**src/rtl/fifo_flag_pkg.sv**
```systemverilog
// Shared constants for the nine-bit FIFO with status flags
package fifo_flag_pkg;
    localparam int DATA_W = 9;
    localparam int PTR_W = 8;
    localparam int CNT_W = 9;
    localparam logic [CNT_W-1:0] FIFO_DEPTH = 9'h100;
    // Bus map
    localparam logic [7:0] CTRL_OFS = 8'h00;
    localparam logic [7:0] AE_OFFSET_OFS = 8'h04;
    localparam logic [7:0] AF_OFFSET_OFS = 8'h08;
    localparam logic [7:0] STATUS_OFS = 8'h0C;
    localparam logic [7:0] INT_STATUS_OFS = 8'h10;
    localparam logic [7:0] INT_MASK_OFS = 8'h14;
    // Control and status fields
    localparam int CTRL_FLUSH_BIT = 0;
    localparam int STAT_CNT_LSB = 0;
    localparam int STAT_EMPTY_BIT = 16;
    localparam int STAT_FULL_BIT = 17;
    localparam int STAT_AE_BIT = 18;
    localparam int STAT_AF_BIT = 19;
    // Interrupt event bits
    localparam int INT_W = 6;
    localparam int EVT_EMPTY = 0;
    localparam int EVT_FULL = 1;
    localparam int EVT_AEMPTY = 2;
    localparam int EVT_AFULL = 3;
    localparam int EVT_OVERFLOW = 4;
    localparam int EVT_UNDERFLOW = 5;
    // Reset values
    localparam logic [CNT_W-1:0] AE_OFFSET_RST = 9'h007;
    localparam logic [CNT_W-1:0] AF_OFFSET_RST = 9'h007;
    localparam logic [INT_W-1:0] INT_MASK_RST = 6'h00;
endpackage : fifo_flag_pkg

```
**src/rtl/fifo_flag_regs.sv**
```systemverilog
// Registered status flags of the FIFO, computed from the next fill level
`timescale 1ns/1ns
module fifo_flag_regs
    import fifo_flag_pkg::*;
(
    // Clock and reset
    input wire logic clk,
    input wire logic rstn,
    // Next fill level and offsets
    input wire logic [fifo_flag_pkg::CNT_W-1:0] cnt_next,
    input wire logic [fifo_flag_pkg::CNT_W-1:0] ae_off_next,
    input wire logic [fifo_flag_pkg::CNT_W-1:0] af_off_next,
    // Flags about to be taken
    output logic empty_n_next,
    output logic full_n_next,
    output logic ae_n_next,
    output logic af_n_next,
    // Registered flags
    output logic empty_n_reg,
    output logic full_n_reg,
    output logic ae_n_reg,
    output logic af_n_reg
);
    import fifo_flag_pkg::*;

    // Low means the condition holds
    always_comb begin
        empty_n_next = (cnt_next != '0);
        full_n_next = (cnt_next != FIFO_DEPTH);
        ae_n_next = !(cnt_next < ae_off_next);
        af_n_next = (cnt_next <= FIFO_DEPTH - af_off_next);
    end

    // Working from the next level makes each flag move on the very edge that moves the level
    always_ff @(posedge clk or negedge rstn) begin
        if (!rstn) begin
            empty_n_reg <= 1'b0;
            full_n_reg <= 1'b1;
            ae_n_reg <= 1'b0;
            af_n_reg <= 1'b1;
        end else begin
            empty_n_reg <= empty_n_next;
            full_n_reg <= full_n_next;
            ae_n_reg <= ae_n_next;
            af_n_reg <= af_n_next;
        end
    end
endmodule : fifo_flag_regs

```
**src/rtl/fifo_flag_top.sv**
```systemverilog
// Nine-bit FIFO with active-low status flags and an AHB-Lite register slave
`timescale 1ns/1ns
module fifo_flag_top
    import fifo_flag_pkg::*;
(
    // Clock and reset
    input wire logic CLK_SYS,
    input wire logic RESETN,
    // Writer side
    input wire logic WR_EN,
    input wire logic [fifo_flag_pkg::DATA_W-1:0] WR_DATA,
    // Reader side
    input wire logic RD_EN,
    output logic [fifo_flag_pkg::DATA_W-1:0] RD_DATA,
    output logic RD_VALID,
    // Status flags, active low
    output logic EMPTY_FLAG_N,
    output logic FULL_FLAG_N,
    output logic ALMOST_EMPTY_FLAG_N,
    output logic ALMOST_FULL_FLAG_N,
    // AHB-Lite slave
    input wire logic HSEL,
    input wire logic [31:0] HADDR,
    input wire logic [1:0] HTRANS,
    input wire logic HWRITE,
    input wire logic [2:0] HSIZE,
    input wire logic [31:0] HWDATA,
    input wire logic HREADY,
    output logic [31:0] HRDATA,
    output logic HREADYOUT,
    output logic HRESP,
    // Interrupt
    output logic IRQ
);
    import fifo_flag_pkg::*;

    logic [DATA_W-1:0] mem_reg [FIFO_DEPTH];
    logic [PTR_W-1:0] wr_ptr_reg;
    logic [PTR_W-1:0] rd_ptr_reg;
    logic [CNT_W-1:0] count_reg;
    logic [CNT_W-1:0] count_next;
    logic [CNT_W-1:0] ae_off_reg;
    logic [CNT_W-1:0] ae_off_next;
    logic [CNT_W-1:0] af_off_reg;
    logic [CNT_W-1:0] af_off_next;
    logic [INT_W-1:0] int_status_reg;
    logic [INT_W-1:0] int_status_next;
    logic [INT_W-1:0] int_mask_reg;
    logic [INT_W-1:0] int_mask_next;
    logic [INT_W-1:0] events;
    logic flush_reg;
    logic wr_accept;
    logic rd_accept;
    logic empty_n_next;
    logic full_n_next;
    logic ae_n_next;
    logic af_n_next;
    logic dp_valid_reg;
    logic dp_write_reg;
    logic [7:0] dp_addr_reg;
    logic addr_phase;
    logic bus_wr;

    // Data path
    assign wr_accept = WR_EN && (count_reg != FIFO_DEPTH) && !flush_reg;
    assign rd_accept = RD_EN && (count_reg != '0) && !flush_reg;

    always_comb begin
        count_next = count_reg;
        if (flush_reg) begin
            count_next = '0;
        end else if (wr_accept && !rd_accept) begin
            count_next = count_reg + 9'h001;
        end else if (rd_accept && !wr_accept) begin
            count_next = count_reg - 9'h001;
        end
    end

    always_ff @(posedge CLK_SYS or negedge RESETN) begin
        if (!RESETN) begin
            wr_ptr_reg <= '0;
            rd_ptr_reg <= '0;
            count_reg <= '0;
        end else begin
            count_reg <= count_next;
            if (flush_reg) begin
                wr_ptr_reg <= '0;
                rd_ptr_reg <= '0;
            end else begin
                if (wr_accept) begin
                    wr_ptr_reg <= wr_ptr_reg + 8'h01;
                end
                if (rd_accept) begin
                    rd_ptr_reg <= rd_ptr_reg + 8'h01;
                end
            end
        end
    end

    // Storage has no reset; a word is never read before it is written
    for (genvar i = 0; i < FIFO_DEPTH; i++) begin : g_entry
        always_ff @(posedge CLK_SYS) begin
            if (wr_accept && (wr_ptr_reg == PTR_W'(i))) begin
                mem_reg[i] <= WR_DATA;
            end
        end
    end

    // Read data is registered so a word written into empty is out one period later
    always_ff @(posedge CLK_SYS or negedge RESETN) begin
        if (!RESETN) begin
            RD_DATA <= '0;
            RD_VALID <= 1'b0;
        end else begin
            RD_VALID <= rd_accept;
            if (rd_accept) begin
                RD_DATA <= mem_reg[rd_ptr_reg];
            end
        end
    end

    fifo_flag_regs u_flags (
        .clk(CLK_SYS),
        .rstn(RESETN),
        .cnt_next(count_next),
        .ae_off_next(ae_off_next),
        .af_off_next(af_off_next),
        .empty_n_next(empty_n_next),
        .full_n_next(full_n_next),
        .ae_n_next(ae_n_next),
        .af_n_next(af_n_next),
        .empty_n_reg(EMPTY_FLAG_N),
        .full_n_reg(FULL_FLAG_N),
        .ae_n_reg(ALMOST_EMPTY_FLAG_N),
        .af_n_reg(ALMOST_FULL_FLAG_N)
    );

    // Bus address and data phases; the slave never waits
    assign addr_phase = HSEL && HTRANS[1] && HREADY;
    assign bus_wr = dp_valid_reg && dp_write_reg;

    always_ff @(posedge CLK_SYS or negedge RESETN) begin
        if (!RESETN) begin
            dp_valid_reg <= 1'b0;
            dp_write_reg <= 1'b0;
            dp_addr_reg <= '0;
            HREADYOUT <= 1'b0;
            HRESP <= 1'b0;
        end else begin
            dp_valid_reg <= addr_phase;
            dp_write_reg <= HWRITE;
            dp_addr_reg <= HADDR[7:0];
            HREADYOUT <= 1'b1;
            HRESP <= 1'b0;
        end
    end

    function automatic logic [CNT_W-1:0] clamp_offset(input logic [31:0] wdata);
        logic [CNT_W-1:0] v;
        v = (wdata[31:CNT_W] != '0) ? FIFO_DEPTH : wdata[CNT_W-1:0];
        return (v > FIFO_DEPTH) ? FIFO_DEPTH : v;
    endfunction : clamp_offset

    always_comb begin
        ae_off_next = ae_off_reg;
        af_off_next = af_off_reg;
        int_mask_next = int_mask_reg;
        if (bus_wr && dp_addr_reg == AE_OFFSET_OFS) begin
            ae_off_next = clamp_offset(HWDATA);
        end
        if (bus_wr && dp_addr_reg == AF_OFFSET_OFS) begin
            af_off_next = clamp_offset(HWDATA);
        end
        if (bus_wr && dp_addr_reg == INT_MASK_OFS) begin
            int_mask_next = HWDATA[INT_W-1:0];
        end
    end

    // Events: a flag falling, or a request refused at a boundary
    always_comb begin
        events = '0;
        events[EVT_EMPTY] = EMPTY_FLAG_N && !empty_n_next;
        events[EVT_FULL] = FULL_FLAG_N && !full_n_next;
        events[EVT_AEMPTY] = ALMOST_EMPTY_FLAG_N && !ae_n_next;
        events[EVT_AFULL] = ALMOST_FULL_FLAG_N && !af_n_next;
        events[EVT_OVERFLOW] = WR_EN && (count_reg == FIFO_DEPTH) && !flush_reg;
        events[EVT_UNDERFLOW] = RD_EN && (count_reg == '0) && !flush_reg;
        int_status_next = int_status_reg;
        if (bus_wr && dp_addr_reg == INT_STATUS_OFS) begin
            int_status_next = int_status_reg & ~HWDATA[INT_W-1:0];
        end
        // A new event wins over a clear in the same cycle
        int_status_next = int_status_next | events;
    end

    always_ff @(posedge CLK_SYS or negedge RESETN) begin
        if (!RESETN) begin
            ae_off_reg <= AE_OFFSET_RST;
            af_off_reg <= AF_OFFSET_RST;
            int_mask_reg <= INT_MASK_RST;
            int_status_reg <= '0;
            flush_reg <= 1'b0;
            IRQ <= 1'b0;
        end else begin
            ae_off_reg <= ae_off_next;
            af_off_reg <= af_off_next;
            int_mask_reg <= int_mask_next;
            int_status_reg <= int_status_next;
            flush_reg <= bus_wr && (dp_addr_reg == CTRL_OFS) && HWDATA[CTRL_FLUSH_BIT];
            IRQ <= |(int_status_next & int_mask_next);
        end
    end

    // Read data is taken at the address phase; status may move one cycle before it is seen
    always_ff @(posedge CLK_SYS or negedge RESETN) begin
        if (!RESETN) begin
            HRDATA <= '0;
        end else if (addr_phase && !HWRITE) begin
            HRDATA <= '0;
            unique case (HADDR[7:0])
                AE_OFFSET_OFS: HRDATA[CNT_W-1:0] <= ae_off_reg;
                AF_OFFSET_OFS: HRDATA[CNT_W-1:0] <= af_off_reg;
                STATUS_OFS: begin
                    HRDATA[STAT_CNT_LSB +: CNT_W] <= count_reg;
                    HRDATA[STAT_EMPTY_BIT] <= EMPTY_FLAG_N;
                    HRDATA[STAT_FULL_BIT] <= FULL_FLAG_N;
                    HRDATA[STAT_AE_BIT] <= ALMOST_EMPTY_FLAG_N;
                    HRDATA[STAT_AF_BIT] <= ALMOST_FULL_FLAG_N;
                end
                INT_STATUS_OFS: HRDATA[INT_W-1:0] <= int_status_reg;
                INT_MASK_OFS: HRDATA[INT_W-1:0] <= int_mask_reg;
                default: HRDATA <= '0;
            endcase
        end
    end
endmodule : fifo_flag_top

```
**config.mk**
```make
export PLATFORM = sky130hd
export DESIGN_NAME = fifo_flag_top
export DESIGN_NICKNAME = d
export VERILOG_FILES = /design/src/rtl/fifo_flag_pkg.sv /design/src/rtl/fifo_flag_regs.sv /design/src/rtl/fifo_flag_top.sv
export SDC_FILE = /design/constraint.sdc
export NUM_CORES = 2
export LEC_CHECK = 0
export ABC_CLOCK_PERIOD_IN_PS = 3500
export CAP_MARGIN = 25
export CELL_PAD_IN_SITES_DETAIL_PLACEMENT = 0
export CELL_PAD_IN_SITES_GLOBAL_PLACEMENT = 1
export CORE_AREA = 2 2 431 433
export CTS_BUF_LIST = sky130_fd_sc_hd__clkbuf_4 sky130_fd_sc_hd__clkbuf_8 sky130_fd_sc_hd__clkbuf_16
export DETAILED_ROUTE_END_ITERATION = 8
export DIE_AREA = 0 0 433 435
export DONT_BUFFER_PORTS = 1
export GPL_ROUTABILITY_DRIVEN = 0
export GPL_TIMING_DRIVEN = 1
export HOLD_SLACK_MARGIN = 0.1
export PLACE_DENSITY_LB_ADDON = 0.1
export SYNTH_ARGS = -nofsm -noshare
export SYNTH_HDL_FRONTEND = slang
export SYNTH_SLANG_ARGS = --single-unit
```
**constraint.sdc**
```tcl
create_clock -name CLK_SYS -period 3.5 [get_ports CLK_SYS]
set_clock_uncertainty 0.1 [all_clocks]
set_input_delay 0 -clock CLK_SYS [delete_from_list [all_inputs] [get_ports CLK_SYS]]
set_output_delay 0 -clock CLK_SYS [all_outputs]
set_load 0.05 [all_outputs]
```
==> results.yml <==
logic_synthesis:
  yosys_warnings: 0
  ys_seq_elements: 2399
  async_flop_share_pct: 3.96
  synthTopCellsByArea: "edfxtp_1 (74%), mux4_2 (13%), dfrtp_1 (2.3%), a22oi_1 (1.3%), nor2_1 (1.2%)"
  synth_top_area_share_pct: 74.2
  syn_area_um2: 93200
  synth_area_leader_cell: "edfxtp_1"
  synth_edf_count: 2304
  syn_inst: 4573
  avgSynthCellArea_um2: 20.4
  synthFlopType: "edfxtp_1"
  yosysSeqAreaShare_pct: 76.8
  ys_types: 73
sta:
  layout_setup_ws_ns: -0.0156
  hold_viol: 0
  worst_pin_slew_ns: 1.56
  rsz0062_at_grt: "yes"
  finalSetupViolations: 2
  whs_ns: 0.183
  maxSlewViolCount: 62
  finalCritPeriodShare_pct: 100
  fin_setup_tns_ns: -0.0190
  slew_headroom_pct: -3.70
  timing.fmax_ghz: 0.284
  period_needed_ns: 3.52
place:
  place_inst: 7212
  io_buffers: 0
  dpl.hpwl_mm: 135
  placed_cell_area_um2: 99300
  place_ws_ns: -0.258
clock_tree:
  htree_levels: 4
  cts-root-buf: "clkbuf_16"
  cts-buffers-inserted: 237
  cts_tree: "done"
  clock_latency_ns: 0.86
  clock-sinks: 2399
  clockBufferDepth: 3
  cts.clk_slew.worst_paths_ns: 0.06
route:
  wire_per_inst_um: 29.7
  via_count: 47200
  drt-vias-per-instance: 6.06
  drt_iter0_drc: 4657
  drt-met1-wl_mm: 101
  dr_wl_met3_mm: 14.9
  firstDrtPassIters: 7
  top_layer_used: "met5"
  route.detailed.drc: 0
  postRouteAntennaNets: 0
  dr_wl_met2_mm: 110
  wl_mm: 231
hold_path:
  holdPathStages: 2
  hold_path_startpoint: "HWRITE"
  min-delay-path-class: "primary input to flop"
  holdPathEnd: "dp_write_reg"
layout:
  design_area_um2: 109000
  drive_gt1_share_pct: 28.8
  n_fill_cell: 13300
  fin_util_pct: 59.3
  instances_no_fill: 7785
  largest_reg_flops: 2304
  n_antenna_cell: 0
  nNetsFinal: 5226
  syn2layout_area_growth_pct: 17.1
grt:
  grt.overflow.total: 0
  grt_start_max_net_pins: 257
  grt_first_pass_wirelength_mm: 335
  track_usage_pct: 24.7
  first_global_vias: 47300
  antenna_found_initial: 5
pwr:
  combPwrFrac_pct: 28.8
  total_power_mw: 80.5
  swShare_pct: 29.7
  ir_worst_vdd_v: 0.000572
  leakage_nw: 35.4
  seq_power_share_pct: 40.4
  clkPwrFrac_pct: 30.8
  p_int_mw: 56.6
  power.switching_mw: 23.9
  power_density_nw_per_um2: 738
critical_path:
  r2r_slack_ns: -0.02
  cp_slowest_cell: "or3b_4"
  crit_top_cell: "a21o_1"
  max_stage_delay_ns: 0.41
  ff2ff_path_depth: 15
  crit_buf_inv: 2
  r2r_end: "int_status_reg[2]"
  crit_fanout: 4
  worstPathCellList: "inv_2, ha_4, or3b_4, o31ai_4, nor4_4, or3_4, and3_4, ha_2, a21o_1, a21o_1, a21oi_2, nand3_1, o211ai_1, buf_4, a22o_1"
  critical_path_class: "flop to flop"
  cp_data_required_time_ns: 4.18
  arrival_ns: 4.20
  start_kind: "flop"
  cp_top_family: "compound AO/OA/AOI/OAI gates"
  endpoint_kind: "flop"
  r2r_start: "count_reg[0]"
die:
  die_h_um: 435
  rows: 158
  die_area_um2: 188000
  io_pins: 134
  core-area_um2: 184000
  die_w_um: 433
  start_util_pct: 50.6
status:
  status: "finished, violations left"
  violations: "slew limit, setup timing"
job:
  cap_viol_max_count: 0
==> area by class of cell <==
| type | instances | area [µm²] | share of cell area, % |
|---|---|---|---|
| clock buffers | 306 | 6560 | 6.01 |
| clock inverters | 122 | 1030 | 0.947 |
| inverters | 36 | 138 | 0.126 |
| multi-input cells | 1865 | 20900 | 19.2 |
| flip-flops and latches | 2399 | 71600 | 65.6 |
| well taps | 2480 | 3100 | 2.84 |
| repair buffers | 577 | 5770 | 5.29 |
==> repair_timing <==
action,4_1_cts,5_1_grt
gates cloned,1,2
pin swaps,23,35
resized for setup,59,69
buffers inserted,12,24
hold endpoints to repair,2493,26
endpoints found under the setup margin,10,13
hold buffers,92,13
==> synth_stat cells (all sizes together), types with 11 or more instances <==
master,instances
a221oi,33
a21boi,11
a22o,51
o22ai,44
or4,11
a31oi,13
o21ai,42
a22oi,157
inv,36
clkbuf,172
mux4,522
nand3,29
mux2,15
dfrtp,87
nor4,16
nor2,309
nor2b,16
ha,25
nand4,16
a221o,16
nand2,130
a21oi,91
o221ai,27
mux2i,114
buf,120
a211oi,27
edfxtp,2304
==> worst max path at each step <==
stage / start / end / slack [ns] / cells after the start
2_1_floorplan: count_reg[6] / IRQ / 0.008 / 15
5_1_grt: dp_addr_reg[0] / IRQ / -0.18 / 16
3_5_place_dp: rd_ptr_reg[0] / RD_DATA[5] / -0.26 / 11
4_1_cts: rd_ptr_reg[0] / RD_DATA[5] / -0.04 / 11
3_3_place_gp: rd_ptr_reg[0] / RD_DATA[5] / -0.24 / 11
6_report: count_reg[0] / int_status_reg[2] / -0.02 / 15
==> cells in the final DEF (no fill, tap or decap), types with 18 or more instances in the layout <==
| cell | count |
|---|---|
| edfxtp_1 | 2304 |
| mux4_2 | 522 |
| buf_4 | 385 |
| nor2_1 | 302 |
| clkbuf_16 | 243 |
| a22oi_1 | 156 |
| nand2_1 | 114 |
| mux2i_1 | 113 |
| dlygate4sd3_1 | 93 |
| dfrtp_1 | 84 |
| a21oi_1 | 79 |
| buf_12 | 65 |
| clkbuf_4 | 59 |
| a22o_1 | 51 |
| clkinv_1 | 50 |
| clkinv_2 | 41 |
| o22ai_1 | 37 |
| inv_1 | 32 |
| o21ai_0 | 31 |
| o221ai_1 | 27 |
| a211oi_1 | 27 |
| nand3_1 | 26 |
| conb_1 | 21 |
| ha_1 | 19 |
| a221oi_1 | 18 |
==> logic make-up after synthesis <==
| kind of cell | after synthesis | synth area share [%] |
|---|---|---|
| AND/OR/NAND/NOR | 584 | 2.76 |
| other | 2 | 0.00806 |
| AO/OA/AOI/OAI | 564 | 4.39 |
| adder cells (fa/ha/maj) | 25 | 0.336 |
| flip-flops | 2399 | 76.8 |
| XOR/XNOR | 20 | 0.188 |
| multiplexers | 651 | 14.0 |
| buffers and inverters | 328 | 1.52 |
==> per-layer routing <==
layer | track usage [%] | vias to the layer above
li1 | - | 20100
met1 | 36.9 | 25100
met2 | 38.2 | 1597
met3 | 3.91 | 323
met4 | 6.70 | 2
met5 | 0 | -
==> power groups by stage <==
stage / registers (mW) / logic, mW / clock network (mW)
after floorplan: 32.8 / 13.3 / 0
after global placement: 33.1 / 21.8 / 0
after detailed placement: 33.1 / 21.8 / 0
after CTS: 32.5 / 22.7 / 25.2
after global routing: 32.6 / 24.5 / 26.3
final: 32.5 / 23.2 / 24.8
(Power assumes the default switching activity.)
